`src/hw/sfc_regs.svh`:
```
`ifndef SFC_REGS_SVH
`define SFC_REGS_SVH
// opcodes
`define SFC_OP_WREN 8'h06
`define SFC_OP_CE_A 8'h60
`define SFC_OP_CE_B 8'hC7
`define SFC_OP_QPI_EN 8'h38
`define SFC_OP_QPI_DIS 8'hFF
`define SFC_OP_DPD 8'hB9
`define SFC_OP_REL 8'hAB
`define SFC_OP_RSTEN 8'h66
`define SFC_OP_RST 8'h99
`define SFC_OP_UID 8'h4B
`define SFC_OP_ID_A 8'h9F
`define SFC_OP_ID_B 8'h9E
`define SFC_OP_SUS 8'h75
`define SFC_OP_RES 8'h7A
`define SFC_OP_SRER 8'h44
`define SFC_OP_SRPG 8'h42
`define SFC_OP_WRSR 8'h01
`define SFC_OP_WRCR 8'hB1
// reset values
`define SFC_BP_RST 3'h0
// timing, ns and derived cycles at 100 MHz
`define SFC_CLK_NS 10
`define SFC_RES_NS 200
`define SFC_RES_CYC ((`SFC_RES_NS + `SFC_CLK_NS - 1) / `SFC_CLK_NS)
`define SFC_DP_NS 3000
`define SFC_DP_CYC ((`SFC_DP_NS + `SFC_CLK_NS - 1) / `SFC_CLK_NS)
`define SFC_REL_NS 30000
`define SFC_REL_CYC ((`SFC_REL_NS + `SFC_CLK_NS - 1) / `SFC_CLK_NS)
`define SFC_SUS_NS 1000
`define SFC_SUS_CYC (`SFC_SUS_NS / `SFC_CLK_NS)
`define SFC_CE_CYC 20000
`define SFC_SE_CYC 8000
`endif

```
`src/hw/sfc_pkg.sv`:
```
package sfc_pkg;
   typedef enum logic [4:0]
   {
      SFC_IDLE = 5'b0_0001,
      SFC_BUSY = 5'b0_0010,
      SFC_SUSP = 5'b0_0100,
      SFC_DPD = 5'b0_1000,
      SFC_REL = 5'b1_0000
   } sfc_state_type;
   typedef enum logic [1:0]
   {
      SFC_OP_NONE = 2'b00,
      SFC_OP_PROG = 2'b01,
      SFC_OP_ERASE = 2'b10
   } sfc_kind_type;
endpackage

```
`src/hw/sfc_sync.sv`:
```
`timescale 1ns/1ps
module sfc_sync #(parameter int W = 1)
(
   input wire logic mclk,
   input wire logic sys_rst,
   input wire logic [W-1:0] d,
   output logic [W-1:0] q
);
   logic [W-1:0] meta_r;
   always_ff @(posedge mclk)
   begin
      if (sys_rst)
      begin
         meta_r <= '0;
         q <= '0;
      end
      else
      begin
         meta_r <= d;
         q <= meta_r;
      end
   end
endmodule

```
`src/hw/sfc_timer.sv`:
```
`timescale 1ns/1ps
module sfc_timer #(parameter int W = 20)
(
   input wire logic mclk,
   input wire logic sys_rst,
   input wire logic load,
   input wire logic [W-1:0] count,
   input wire logic hold,
   output logic done
);
   // hold freezes the count, used while a cycle is suspended
   logic [W-1:0] cnt_r;
   logic run_r;
   always_ff @(posedge mclk)
   begin
      if (sys_rst)
      begin
         cnt_r <= '0;
         run_r <= 1'b0;
         done <= 1'b0;
      end
      else
      begin
         done <= 1'b0;
         if (load)
         begin
            cnt_r <= count;
            run_r <= 1'b1;
         end
         else if (run_r && !hold)
         begin
            if (cnt_r <= 1)
            begin
               run_r <= 1'b0;
               done <= 1'b1;
            end
            else
               cnt_r <= cnt_r - 1'b1;
         end
      end
   end
endmodule

```
`src/hw/sfc_cmd.sv`:
```
`timescale 1ns/1ps
`include "sfc_regs.svh"
// Summary of operation
// - chip erase runs only if select rises right after eight opcode bits
// - chip erase sets busy until done and clears write enable latch
// - chip erase ignored unless all block protect bits are zero
// - opcode 38h switches into four-line instruction mode
// - mode switches keep write enable latch, suspend state and wrap
// - opcode FFh in four-line mode returns to serial mode
// - deep power-down needs exact eight bits, enters after entry delay
// - in deep power-down only release and reset pair are obeyed
// - deep power-down rejected while a cycle is busy
// - deselect without a cycle is standby; reset starts in standby
// - after release nothing is accepted until release delay passes
// - release ignored while busy, cycle untouched
// - unique id read: opcode, zero address, dummy, then 128 bits out
// - id read sends maker, type, capacity bytes on falling edges
// - id read not decoded while erase or program runs
// - suspend accepted only if not suspended and program/erase busy
// - accepted suspend sets suspend at once, clears busy in latency
// - program suspend refuses register writes, erases, programs
// - erase suspend refuses register writes and erases; ext_prog_start also needs SFC_IDLE
// - resume only if suspended and idle; busy returns one cycle after the 200 ns delay
// - security erase needs write enable, address, self-timed busy
// - security erase ignored once lock bit set; address low byte zero
// - chip erase needs write enable latch set beforehand
module sfc_cmd #(
   parameter int CE_CYC = `SFC_CE_CYC,
   parameter int SE_CYC = `SFC_SE_CYC,
   parameter int DP_CYC = `SFC_DP_CYC,
   parameter int REL_CYC = `SFC_REL_CYC,
   parameter logic [7:0] MAKER_ID = 8'hA5, // arbitrary value
   parameter logic [7:0] TYPE_ID = 8'h5A, // arbitrary value
   parameter logic [7:0] CAP_ID = 8'h3C, // arbitrary value
   parameter logic [127:0] UNIQUE_ID =
      128'h0123_4567_89AB_CDEF_FEDC_BA98_7654_3210,
   parameter int ADDR_BYTES = 3
)
(
   input wire logic mclk,
   input wire logic sys_rst,
   input wire logic cs_n,
   input wire logic sclk,
   input wire logic [3:0] io_in,
   output logic [3:0] io_out,
   output logic [3:0] io_oe,
   input wire logic [2:0] block_protect_bits,
   input wire logic sec_lock,
   input wire logic ext_prog_start,
   output logic busy_flag,
   output logic write_enable_latch,
   output logic [1:0] suspend_flags,
   output logic four_line_instruction_mode,
   output logic deep_power_down,
   output logic [1:0] wrap_len
);
   import sfc_pkg::*;
   localparam int TW = 20;
   logic cs_s, sck_s, cs_d_r, sck_d_r;
   logic [3:0] io_s;
   logic rise, fall, sel_end;
   logic sel_s;
   // select synced inverted: reset reads as deselected, no false frame end
   sfc_sync #(.W(6)) u_sync
   (
      .mclk(mclk),
      .sys_rst(sys_rst),
      .d({!cs_n, sclk, io_in}),
      .q({sel_s, sck_s, io_s})
   );
   assign cs_s = !sel_s;
   always_ff @(posedge mclk)
   begin
      if (sys_rst)
      begin
         cs_d_r <= 1'b1;
         sck_d_r <= 1'b0;
      end
      else
      begin
         cs_d_r <= cs_s;
         sck_d_r <= sck_s;
      end
   end
   assign rise = !cs_s && sck_s && !sck_d_r;
   assign fall = !cs_s && !sck_s && sck_d_r;
   assign sel_end = cs_s && !cs_d_r;

   // ----------------------------------------
   // shift in
   // ----------------------------------------
   logic [7:0] op_r;
   logic [7:0] sh_r;
   logic [9:0] bits_r;
   logic op_ok_r, rst_en_r;
   logic [7:0] sh_nxt;
   always_comb
   begin
      if (four_line_instruction_mode)
         sh_nxt = {sh_r[3:0], io_s};
      else
         sh_nxt = {sh_r[6:0], io_s[0]};
   end
   logic [9:0] step;
   assign step = four_line_instruction_mode ? 10'd4 : 10'd1;
   always_ff @(posedge mclk)
   begin
      if (sys_rst || sel_end)
      begin
         bits_r <= '0;
         sh_r <= '0;
         op_r <= '0;
         op_ok_r <= 1'b0;
      end
      else if (rise)
      begin
         sh_r <= sh_nxt;
         if (bits_r != 10'h3FF)
            bits_r <= bits_r + step;
         if (bits_r + step == 10'd8)
         begin
            op_r <= sh_nxt;
            op_ok_r <= 1'b1;
         end
      end
   end
   // exact opcode length for one-byte commands, address length for 44h
   logic exact8, exact_addr;
   assign exact8 = op_ok_r && bits_r == 10'd8;
   assign exact_addr = op_ok_r &&
      bits_r == 10'(8 + 8 * ADDR_BYTES);

   // ----------------------------------------
   // state machine
   // ----------------------------------------
   sfc_state_type st_r;
   sfc_kind_type kind_r;
   logic tload, tdone, thold;
   logic [TW-1:0] tcount;
   logic susp_wait_r, dpd_pend_r;
   logic [TW-1:0] wait_r;
   logic busy_nxt;
   sfc_timer #(.W(TW)) u_timer
   (
      .mclk(mclk),
      .sys_rst(sys_rst),
      .load(tload),
      .count(tcount),
      .hold(thold),
      .done(tdone)
   );
   logic is_ce, is_srer, blocked, ready;
   assign ready = st_r == SFC_IDLE && wait_r == '0;
   assign is_ce = op_r == `SFC_OP_CE_A || op_r == `SFC_OP_CE_B;
   assign is_srer = op_r == `SFC_OP_SRER;
   // refused opcodes during suspend
   always_comb
   begin
      blocked = 1'b0;
      if (st_r == SFC_SUSP)
      begin
         if (op_r == `SFC_OP_WRSR || op_r == `SFC_OP_WRCR || is_ce ||
             is_srer || op_r == 8'h20 || op_r == 8'h21 || op_r == 8'h52 ||
             op_r == 8'h5C || op_r == 8'hD8 || op_r == 8'hDC)
            blocked = 1'b1;
         if (kind_r == SFC_OP_PROG && (op_r == `SFC_OP_SRPG ||
             op_r == 8'h02 || op_r == 8'h12 || op_r == 8'h32 ||
             op_r == 8'h34 || op_r == 8'hC2 || op_r == 8'h3E))
            blocked = 1'b1;
      end
   end
   always_comb
   begin
      tload = 1'b0;
      tcount = '0;
      if (sel_end && exact8 && is_ce && ready && write_enable_latch &&
          block_protect_bits == `SFC_BP_RST)
      begin
         tload = 1'b1;
         tcount = TW'(CE_CYC);
      end
      else if (sel_end && exact_addr && is_srer && ready &&
               write_enable_latch && !sec_lock &&
               sh_r == '0 && suspend_flags == 2'b00)
      begin
         tload = 1'b1;
         tcount = TW'(SE_CYC);
      end
      else if (ext_prog_start && st_r == SFC_IDLE)
      begin
         tload = 1'b1;
         tcount = TW'(SE_CYC);
      end
   end
   assign thold = st_r != SFC_BUSY;
   always_ff @(posedge mclk)
   begin
      if (sys_rst)
      begin
         st_r <= SFC_IDLE;
         kind_r <= SFC_OP_NONE;
         busy_flag <= 1'b0;
         suspend_flags <= 2'b00;
         deep_power_down <= 1'b0;
         wait_r <= '0;
         dpd_pend_r <= 1'b0;
         susp_wait_r <= 1'b0;
         rst_en_r <= 1'b0;
      end
      else
      begin
         if (wait_r != '0)
            wait_r <= wait_r - 1'b1;
         if (sel_end && exact8)
            rst_en_r <= op_r == `SFC_OP_RSTEN;
         case (st_r)
            SFC_IDLE:
            begin
               if (tload)
               begin
                  st_r <= SFC_BUSY;
                  busy_flag <= 1'b1;
                  kind_r <= ext_prog_start && !sel_end ?
                     SFC_OP_PROG : SFC_OP_ERASE;
               end
               else if (dpd_pend_r && wait_r == '0)
               begin
                  dpd_pend_r <= 1'b0;
                  st_r <= SFC_DPD;
                  deep_power_down <= 1'b1;
               end
               else if (sel_end && exact8 && ready &&
                        op_r == `SFC_OP_DPD)
               begin
                  dpd_pend_r <= 1'b1;
                  wait_r <= TW'(DP_CYC);
               end
               else if (sel_end && exact8 && ready &&
                        op_r == `SFC_OP_RES && suspend_flags != 2'b00 &&
                        !busy_flag)
               begin
                  suspend_flags <= 2'b00;
                  wait_r <= TW'(`SFC_RES_CYC);
                  susp_wait_r <= 1'b1;
               end
               else if (susp_wait_r && wait_r == '0)
               begin
                  susp_wait_r <= 1'b0;
                  busy_flag <= 1'b1;
                  st_r <= SFC_BUSY;
               end
            end
            SFC_BUSY:
            begin
               if (tdone)
               begin
                  st_r <= SFC_IDLE;
                  busy_flag <= 1'b0;
                  kind_r <= SFC_OP_NONE;
               end
               else if (sel_end && exact8 && op_r == `SFC_OP_SUS &&
                        suspend_flags == 2'b00)
               begin
                  st_r <= SFC_SUSP;
                  suspend_flags <= kind_r == SFC_OP_PROG ?
                     2'b01 : 2'b10;
                  wait_r <= TW'(`SFC_SUS_CYC);
               end
            end
            SFC_SUSP:
            begin
               if (busy_flag && wait_r == '0)
                  busy_flag <= 1'b0;
               if (sel_end && exact8 && op_r == `SFC_OP_RES &&
                   !busy_flag)
               begin
                  suspend_flags <= 2'b00;
                  wait_r <= TW'(`SFC_RES_CYC);
                  susp_wait_r <= 1'b1;
                  st_r <= SFC_IDLE;
               end
            end
            SFC_DPD:
            begin
               if (sel_end && exact8 && (op_r == `SFC_OP_REL ||
                   (op_r == `SFC_OP_RST && rst_en_r)))
               begin
                  deep_power_down <= 1'b0;
                  st_r <= SFC_REL;
                  wait_r <= TW'(REL_CYC);
               end
            end
            SFC_REL:
            begin
               if (wait_r == '0)
                  st_r <= SFC_IDLE;
            end
            default:
               st_r <= SFC_IDLE;
         endcase
      end
   end
   // suspended cycle stays in SFC_IDLE while resume delay runs
   // then re-enters busy with the timer still frozen, hence hold

   // ----------------------------------------
   // mode and latch
   // ----------------------------------------
   always_ff @(posedge mclk)
   begin
      if (sys_rst)
      begin
         four_line_instruction_mode <= 1'b0;
         write_enable_latch <= 1'b0;
         wrap_len <= 2'b00;
      end
      else
      begin
         if (sel_end && exact8 && ready && op_r == `SFC_OP_QPI_EN)
            four_line_instruction_mode <= 1'b1;
         else if (sel_end && exact8 && ready &&
                  four_line_instruction_mode && op_r == `SFC_OP_QPI_DIS)
            four_line_instruction_mode <= 1'b0;
         if (tdone)
            write_enable_latch <= 1'b0;
         else if (sel_end && exact8 && op_r == `SFC_OP_WREN &&
                  (st_r == SFC_IDLE || st_r == SFC_SUSP) && !blocked)
            write_enable_latch <= 1'b1;
      end
   end

   // ----------------------------------------
   // shift out
   // ----------------------------------------
   logic [127:0] out_r;
   logic out_on_r;
   logic [127:0] out_src;
   logic out_ld;
   // load and first bit share one fall, so serial id data starts on the ninth fall, unique id data on the 41st
   always_comb
   begin
      out_ld = 1'b0;
      out_src = out_r;
      if (!out_on_r && exact8 && ready &&
          (op_r == `SFC_OP_ID_A || op_r == `SFC_OP_ID_B))
      begin
         out_ld = 1'b1;
         out_src = {MAKER_ID, TYPE_ID, CAP_ID, 104'h0};
      end
      else if (!out_on_r && op_ok_r && op_r == `SFC_OP_UID && ready &&
               bits_r == 10'(16 + 8 * ADDR_BYTES))
      begin
         out_ld = 1'b1;
         out_src = UNIQUE_ID;
      end
   end
   always_ff @(posedge mclk)
   begin
      if (sys_rst || sel_end)
      begin
         out_r <= '0;
         out_on_r <= 1'b0;
         io_out <= 4'h0;
         io_oe <= 4'h0;
      end
      else if (fall && (out_on_r || out_ld))
      begin
         out_on_r <= 1'b1;
         if (four_line_instruction_mode)
         begin
            io_out <= out_src[127:124];
            io_oe <= 4'hF;
            out_r <= {out_src[123:0], 4'h0};
         end
         else
         begin
            io_out <= {2'b00, out_src[127], 1'b0};
            io_oe <= 4'h2;
            out_r <= {out_src[126:0], 1'b0};
         end
      end
   end
endmodule

```
`config.mk`:
```
export PLATFORM = sky130hd
export DESIGN_NAME = sfc_cmd
export DESIGN_NICKNAME = d
export VERILOG_FILES = /design/src/hw/sfc_pkg.sv /design/src/hw/sfc_sync.sv /design/src/hw/sfc_timer.sv /design/src/hw/sfc_cmd.sv
export VERILOG_INCLUDE_DIRS = /design/src /design/src/hw
export SDC_FILE = /design/constraint.sdc
export NUM_CORES = 1
export LEC_CHECK = 0
export BUFFER_PORTS_ARGS = -buffer_cell sky130_fd_sc_hd__buf_2
export CAP_MARGIN = 40
export CORE_MARGIN = 2
export CORE_UTILIZATION = 46
export CTS_BUF_LIST = sky130_fd_sc_hd__clkbuf_16
export CTS_CLUSTER_DIAMETER = 40
export DETAILED_ROUTE_END_ITERATION = 16
export GPL_ROUTABILITY_DRIVEN = 0
export SYNTH_ARGS = -nofsm -noshare
export SYNTH_HDL_FRONTEND = slang
export SYNTH_SLANG_ARGS = --single-unit
```
`constraint.sdc`:
```
create_clock -name mclk -period 3 [get_ports mclk]
set_input_delay 0.75 -clock mclk [delete_from_list [all_inputs] [get_ports mclk]]
set_output_delay 0.75 -clock mclk [all_outputs]
set_load 0.03 [all_outputs]
```
==> results.toml, run 1 <==
[status]
outcome = "complete, no violations"

[layout]
fin_util = 0.5538
finalNetCount = 1373
areaGrowthSynthToFinish_pct = 18.37
design_area_sq_um = 13000
multiInputGateArea_sq_um = 6012
n_fill_cell = 2153
drive_above_1_share = 0.1448
antenna_cells = 0
regArea_sq_um = 4568

[clock_network]
cts_hold_buf = 0
cts_tree = "done"
htree_levels = 2
post_cts_resized = 0
clock_path_buffers = 3
clk_latency_ps = 530
cts_root_buf = "clkbuf_16"
cts_buffers = 39
numClockSinks = 228
cts_setup_buffers = 0
clk_pin_slew_ps = 50

[logic_synthesis]
yosysMostFrequentCell = "dfxtp_1"
ys_seq_area_frac = 0.4156
synth_top_cells_by_count = "dfxtp_1 (228), nor2_1 (174), a21oi_1 (112)"
async_flop_share = 0
yosysWarnings = 0
yosysTopAreaCellShare = 0.4156
synth-seq-cells = 228
syn_area_sq_um = 10980
postSynthAreaPerCell_sq_um = 8.301
syn-instance-count = 1323
synth_flop_cell = "dfxtp_1"
ys_top_cells_by_area = "dfxtp_1 (42%), mux2i_1 (6.7%), nor2_1 (5.9%)"
ys_types = 80
synth_top_cell_by_area = "dfxtp_1"
synth-edff-count = 0

[routing]
firstDrtPassIters = 4
antenna_left = 0
routedWlPerCell_microns = 17.33
via_per_inst = 5.775
drt-initial-drc-count = 681
num_vias = 9817
routed_wl_microns = 29460
drc = 0

[timing]
fin_crit_sh = 0.9292
finalSetupViolations = 0
hold_viol = 0
fin_setup_tns_ps = 0
timing.final.ws_setup_ps = 212.5
max_freq_ghz = 0.3587
finClkSkew_ps = 29.54
tightest_slew_ps = 751.6
maxSlewViolCount = 0
relSlewSlack = 0.4989
rsz0062_at_grt = "false"
post-route-min-period_ps = 2787
hold_ws_ps = 381.7

[placed_design]
dpl_cell_area_sq_um = 11720
dp_slack_ps = 203.8
dp_hpwl_microns = 18940
numPortBuffers = 26

[floorplan]
die_h_microns = 158.5
core_sq_um = 23470
start_util = 0.4679
num_rows = 56
die-area_sq_um = 25130
io_pins = 29
chipWidth_microns = 158.5

[worst_setup_path]
worstSetupEndpointType = "flip-flop"
cp_num_cells = 8
reg2regPathDepth = 8
slowest_stage = "dfxtp_1"
worst_path_most_repeated_cell = "a21oi_1"
cp_max_fo = 38
max_stage_delay_ps = 500
cp.buffers_inverters = 1
r2r-start = "op_r[6]"
startpoint_type = "flip-flop"
cp_top_family = "simple AND/OR/NAND/NOR gates"
cp.required_ps = 3430
cp-startpoint = "op_r[6]"
arrival_ps = 3220
crit_type = "reg -> reg"
worstPathCellList = "nor4bb_2 -> nand3_1 -> a21oi_1 -> a31oi_1 -> or2_4 -> buf_12 -> or3_1 -> a21oi_1"

[pwr]
power.density_nw_per_um2 = 680.3
leakagePower_uw = 0.004457
max-vdd-ir-drop_mv = 0.3888

[global_route]
grt_max_degree = 64
grtUsageTotal = 0.2377
top_usage_layer = "met2"
grt_antenna_before_repair = 0
met2_usage = 0.3636
grt_pass1_vias = 9458
grt_pass1_wl_microns = 48550
grt-ovfl-total = 0
grtUsageMet1 = 0.3461
grtUsageMet3 = 0.03457

[min_path]
hold_path_class = "in -> reg"
hold_path.startpoint = "cs_n"
holdPathStages = 2

[flow_run]
cap_violations = 0
-- worst reg2reg max path, stage by stage, from the launching register on --
cell	delay [ps]
dfxtp_1	500
nor4bb_2	390
nand3_1	170
a21oi_1	250
a31oi_1	220
or2_4	420
buf_12	220
or3_1	380
a21oi_1	150
-- worst paths after layout --
check | endpoint | slack (ps)
setup / recovery | out_r[94] | 210
hold / removal | u_sync.meta_r[5] | 380
setup reg to reg | out_r[94] | 210
hold reg to reg | u_sync.q[1] | 430
-- registers in the layout, indices dropped and copies added, names as in the netlist, 2 cells and up --
name	cells
suspend_flags	2
io_oe	2
out_r	123
u_sync.meta_r	6
u_timer.cnt_r	20
wait_r	20
bits_r	10
kind_r	2
sh_r	8
st_r	5
op_r	8
u_sync.q	6
io_out	4
-- kinds of logic (layout without fill, tap and decap cells) --
family | count (synthesis) | after routing | synth area share
AO/OA/AOI/OAI | 355 | 355 | 0.1979
other | 1 | 2 | 0.0003415
adder cells (fa/ha/maj) | 7 | 7 | 0.007975
buffers and inverters | 117 | 174 | 0.04386
AND/OR/NAND/NOR | 492 | 492 | 0.2259
flip-flops | 228 | 228 | 0.4156
multiplexers | 82 | 82 | 0.07565
XOR/XNOR | 41 | 41 | 0.03270
-- placed cells by master (no fill, tap or decap), types with 13 or more instances in the layout --
master | Yosys | final
clkbuf_16 | 0 | 39
nand3_1 | 25 | 25
nand4_1 | 13 | 13
a22oi_1 | 50 | 50
buf_4 | 6 | 59
nor2b_1 | 17 | 17
nor4_1 | 20 | 20
nand2_1 | 78 | 78
nor3_1 | 62 | 62
xnor2_1 | 32 | 32
dfxtp_1 | 228 | 227
nor2_1 | 174 | 167
buf_2 | 16 | 26
inv_1 | 12 | 13
or3_1 | 31 | 31
a21oi_1 | 112 | 111
o21ai_0 | 109 | 109
mux2i_1 | 74 | 74
-- per-layer routing --
layer / up-vias / share of wire
li1: 4829 / -
met2: 212 / 0.43
met4: 0 / 0.018
met3: 51 / 0.050
met1: 4725 / 0.50
met5: - / 0
-- per-stage QoR --
stage / total power [uW] / instances
after floorplan: 4262 / 1324
final: 8844 / 1700
after CTS: 8902 / 1700
after global placement: 4635 / 1630
after detailed placement: 4651 / 1631
after global routing: 9223 / 1700
-- power breakdown --
part,switching [uW],total (uW),internal (uW)
clock,1630,4230,2600
combinational,768,1350,581
sequential,105,3260,3150
-- cell type report --
type,instances,area share
multi-input cells,979,0.4625
flip-flops and latches,228,0.3514
repair buffers,92,0.05448
inverters,13,0.003754
clock buffers,39,0.07508
well taps,319,0.03071
clock inverters,30,0.02204
No activity file was read; power rests on OpenSTA's default activity.
==> run 2: changes to the inputs <==
Clock period 3 ns to 2.5 ns, I/O delays scaled along.
==> run 2 against run 1 <==
  * The flow now finishes with violations (setup timing)
  * Core utilization rose by 6.9 points
  * Power rose by 25%
  * Count of clock-buffer cells in the layout rose by 1
  * Clock power rose by 19%
  * Final cell count rose by 7.1%
  * Sequential cell count did not move
  * Worst hold slack got worse by 130 ps
  * Clock skew fell by 13 ps
  * Critical endpoint is now out_r[120]
  * Largest cell class unchanged
  * Highest routed layer unchanged
==> results.toml, run 2 (synthesized netlist as in run 1, its figures left out) <==
[routing]
drc = 0
top_layer_used = "met4"
drt-initial-drc-count = 701
dr_wl_met3_microns = 1655
routedWlPerCell_microns = 17.45
firstDrtPassIters = 5
wl_met1_microns = 14950
wl_met2_microns = 14650
via_per_inst = 5.708
antenna_left = 0
num_vias = 10400
routed_wl_microns = 31770

[timing]
fin_crit_sh = 1.032
relSlewSlack = 0.4734
hold_ws_ps = 256.0
finClkSkew_ps = 16.85
timing.final.ws_setup_ps = -80.56
max_freq_ghz = 0.3875
post-route-min-period_ps = 2581
finalSetupViolations = 50
hold_viol = 0
maxSlewViolCount = 0
rsz0062_at_grt = "true"
tightest_slew_ps = 769.9

[flow_run]
cap_violations = 0

[layout]
antenna_cells = 0
largest_reg_flops = 123
final_cell_mix = "dfxtp_1 (221), nor2_1 (164), buf_4 (149), o21ai_0 (106), a21oi_1 (104)"
multiInputGateArea_sq_um = 6441
top_register = "out_r"
n_fill_cell = 2007
finalNetCount = 1493
drive_above_1_share = 0.2537
layout_commonest_cell = "dfxtp_1"
regArea_sq_um = 4576
top_regs = "out_r: 123 flops, u_timer.cnt_r: 20 flops, wait_r: 20 flops"
areaGrowthSynthToFinish_pct = 33.04

[min_path]
hold_path_class = "in -> reg"

[clock_network]
cts_tree = "done"
clk_pin_slew_ps = 50
clock_path_buffers = 3
htree_levels = 2
clk_latency_ps = 530
cts_buffers = 39
cts_hold_buf = 0
cts_root_buf = "clkbuf_16"
numClockSinks = 228

[global_route]
grtUsageTotal = 0.2458
grt_antenna_before_repair = 0
grt_pass1_wl_microns = 49940
grt_max_degree = 89
grt_pass1_vias = 9729
grt-ovfl-total = 0

[floorplan]
num_rows = 56
io_pins = 29
die-area_sq_um = 25130
die_h_microns = 158.5
core_sq_um = 23470
start_util = 0.4679
chipWidth_microns = 158.5

[worst_setup_path]
worstSetupEndpointType = "flip-flop"
cp.required_ps = 2970
cp_top_family = "simple AND/OR/NAND/NOR gates"
max_stage_delay_ps = 560
cp_max_fo = 31
slowest_stage = "or4_4"
crit_type = "reg -> reg"
startpoint_type = "flip-flop"
worstPathCellList = "or4_4 -> nand4b_4 -> nor3_4 -> a31oi_2 -> or2_4 -> buf_12 -> nor3_1 -> a22o_1"
cp.buffers_inverters = 1
arrival_ps = 3050

[pwr]
leakagePower_uw = 0.005248
finalPower_uw = 11070
power.density_nw_per_um2 = 757.4
max-vdd-ir-drop_mv = 0.5395

[placed_design]
dp_hpwl_microns = 20180
numPortBuffers = 26

[status]
violations = "setup timing"
outcome = "finished, violations left"
[run 2: changes by cell type in the layout (fill, tap and decap cells not counted), moves of 7 or more]
cell,before,now
buf_12,6,18
a21oi_1,111,104
buf_6,0,14
buf_4,59,149
[run 2: layout make-up]
cell class,instances,share of cell area
Clock buffer,40,0.06851
Inverter,13,0.003511
Sequential cell,228,0.3132
Clock inverter,30,0.01713
Multi-Input combinational cell,979,0.4409
Timing Repair Buffer,212,0.1295
Tap cell,319,0.02732
[run 2: stage by stage]
step	worst slack (ps)	instance area, sq um	util	cells	setup TNS (ps)
final	-80.56	14610	0.6224	1821	-1214
after floorplan	-101.2	11080	-	1324	-809.5
after global routing	-137.3	14610	0.6224	1821	-6043
after CTS	-53.65	14030	0.5977	1802	-699.9
after global placement	-124.6	12630	0.5380	1729	-2872
after detailed placement	-152.1	12630	0.5380	1729	-5545
[run 2: final timing paths]
| kind | from | end | cells past startpoint | slack, ps |
|---|---|---|---|---|
| hold / removal | cs_n | u_sync.meta_r[5] | 2 | 260 |
| setup reg to reg | wait_r[4] | out_r[120] | 8 | -80 |
| hold reg to reg | u_sync.meta_r[1] | u_sync.q[1] | 1 | 430 |
| setup / recovery | wait_r[4] | out_r[120] | 8 | -80 |
[run 2: timing repair]
item,CTS,global route
setup buffers,3,12
endpoints found under the hold margin,0,0
gates resized for setup,20,80
pin swaps,2,32
setup endpoints to repair,97,148
cloned,0,7
[run 2: metal layers]
layer | up-vias | GRT usage
met5 | - | 0
met1 | 5049 | 0.3427
met2 | 235 | 0.3990
met4 | 0 | 0.05491
li1 | 5069 | -
met3 | 42 | 0.04219
[run 2: power by group]
| part | total (uW) | internal (uW) | switching (uW) |
|---|---|---|---|
| Sequential | 3880 | 3790 | 94.7 |
| Combinational | 2140 | 1020 | 1120 |
| Clock | 5040 | 3140 | 1900 |
==> run 3: changes to the inputs <==
Settings changed: CORE_UTILIZATION 46 to 53, PLACE_DENSITY set to 0.72.
==> run 3 against run 2 <==
  * The flow still finishes with violations (setup timing)
  * Sequential power barely moved
  * Power decreased by 0.97%
  * Die area shrank 13%
  * Critical path depth increased by 2
  * Sequential share of layout area is 0.88 points lower
  * Highest routed layer unchanged
==> results.toml, run 3 (synthesized netlist as in run 1, its figures left out) <==
[min_path]
hold_path.startpoint = "cs_n"
hold_path_class = "in -> reg"
holdPathStages = 2
min_to = "u_sync.meta_r[5]"

[routing]
via_per_inst = 6.378
routed_wl_microns = 36010
firstDrtPassIters = 6
antenna_left = 0
drc = 0
num_vias = 11190
drt-initial-drc-count = 1175
routedWlPerCell_microns = 20.53

[clock_network]
clock_path_buffers = 3
cts_tree = "done"
htree_levels = 2
clk_latency_ps = 500
cts_buffers = 34
cts_root_buf = "clkbuf_16"
clk_pin_slew_ps = 60
numClockSinks = 228

[layout]
top_register = "out_r"
n_fill_cell = 1375
areaGrowthSynthToFinish_pct = 36.85
fin_util = 0.7403
layout_commonest_cell = "dfxtp_1"
top_regs = "out_r: 123 flops, u_timer.cnt_r: 20 flops, wait_r: 20 flops"
final_cell_mix = "dfxtp_1 (222), nor2_1 (158), buf_4 (116), a21oi_1 (83), mux2i_1 (74)"
largest_reg_flops = 123
antenna_cells = 0
drive_above_1_share = 0.3154
fin_cells = 1754
finalNetCount = 1479

[timing]
timing.final.ws_setup_ps = -117.5
hold_viol = 0
max_freq_ghz = 0.3820
tightest_slew_ps = 703.1
maxSlewViolCount = 0
rsz0062_at_grt = "true"
fin_crit_sh = 1.047
relSlewSlack = 0.5313
finalSetupViolations = 58
post-route-min-period_ps = 2617
finClkSkew_ps = 20.97

[placed_design]
dp_cells = 1660
dp_hpwl_microns = 18740
numPortBuffers = 26

[global_route]
grt_pass1_wl_microns = 49420
grt_antenna_before_repair = 0
grt_pass1_vias = 9845
grt_max_degree = 82
grtUsageTotal = 0.2706
grt-ovfl-total = 0

[worst_setup_path]
worst_path_most_repeated_cell = "buf_6"
max_stage_delay_ps = 530
cp-startpoint = "wait_r[4]"
reg2regPathDepth = 10
cp_max_fo = 8
worstPathCellList = "or4_4 -> buf_6 -> and4b_2 -> nand4_1 -> nor4_4 -> buf_6 -> nor2_4 -> buf_12 -> a22oi_2 -> a21oi_1"
r2r-start = "wait_r[4]"
cp.required_ps = 2870
r2r_end = "out_r[78]"
startpoint_type = "flip-flop"
arrival_ps = 2990
worstSetupEndpointType = "flip-flop"
slowest_stage = "or4_4"
reg2reg_slack_ps = -120
crit_type = "reg -> reg"

[floorplan]
io_pins = 29
core_sq_um = 20300
num_rows = 52
chipWidth_microns = 147.9
start_util = 0.5410
die_h_microns = 147.9
die-area_sq_um = 21890

[pwr]
power.density_nw_per_um2 = 729.2
max-vdd-ir-drop_mv = 0.5671
finalPower_uw = 10960
leakagePower_uw = 0.005402

[status]
outcome = "finished, violations left"
violations = "setup timing"

[flow_run]
cap_violations = 0
run 3: changes by cell type in the layout (fill, tap and decap cells not counted), sizes merged:
cell	change
clkinvlp	-1
inv	-1
clkbuf	+3
buf	-16
clkinv	-6
bufinv	+3
run 3: cell type report:
class	count	area (sq um)	area share
repair buffers	203	2004	0.1334
well taps	270	337.8	0.02248
clock buffers	36	900.9	0.05994
flip-flops and latches	228	4574	0.3044
multi-input cells	979	6878	0.4577
inverters	13	51.30	0.003414
clock inverters	25	281.5	0.01873
run 3: layer usage:
metal / vias up / global-route usage / share of wire
met5: - / 0 / 0
met4: 0 / 0.09190 / 0.034
met3: 126 / 0.03981 / 0.094
met2: 647 / 0.4316 / 0.46
met1: 5361 / 0.3774 / 0.41
li1: 5053 / - / -
run 3: worst max-delay path, delay by kind of cell, from the launching register on:
| kind | cells | cell delay [ps] |
|---|---|---|
| simple gates | 5 | 1340 |
| buf+inv | 3 | 540 |
| flops | 1 | 310 |
| compound gates | 2 | 290 |
run 3: stage by stage:
stage                     hold slack (ps)  worst slack (ps)  instance area, sq um  TNS (ps)
final                               266.7            -117.5                 15030     -2312
after global routing                266.0            -161.8                 15030    -10690
after CTS                           252.6            -8.912                 13680    -23.82
after detailed placement            421.2            -84.18                 12320     -2463
after global placement              422.7            -59.03                 12300     -1584
after floorplan                     410.5            -101.2                 11080    -809.5
run 3: where the power goes:
group | total [uW] | internal [uW] | switching (uW)
logic | 2100 | 955 | 1150
clock network | 4950 | 3150 | 1800
registers | 3900 | 3780 | 116
run 3: worst max path at each step:
stage / endpoint / slack (ps) / cells past startpoint
after detailed placement: suspend_flags[0] / -80 / 8
final: out_r[78] / -120 / 10
after global routing: out_r[78] / -160 / 12
after CTS: out_r[113] / -9 / 10
after global placement: out_r[120] / -60 / 8
after floorplan: op_r[7] / -100 / 13
run 3: timing repair:
action | in CTS | in global routing
pin swaps | 2 | 158
endpoints found under the setup margin | 90 | 177
cloned | 1 | 18
resized for setup | 21 | 242
setup buffers | 2 | 13
hold buffers | 0 | 0
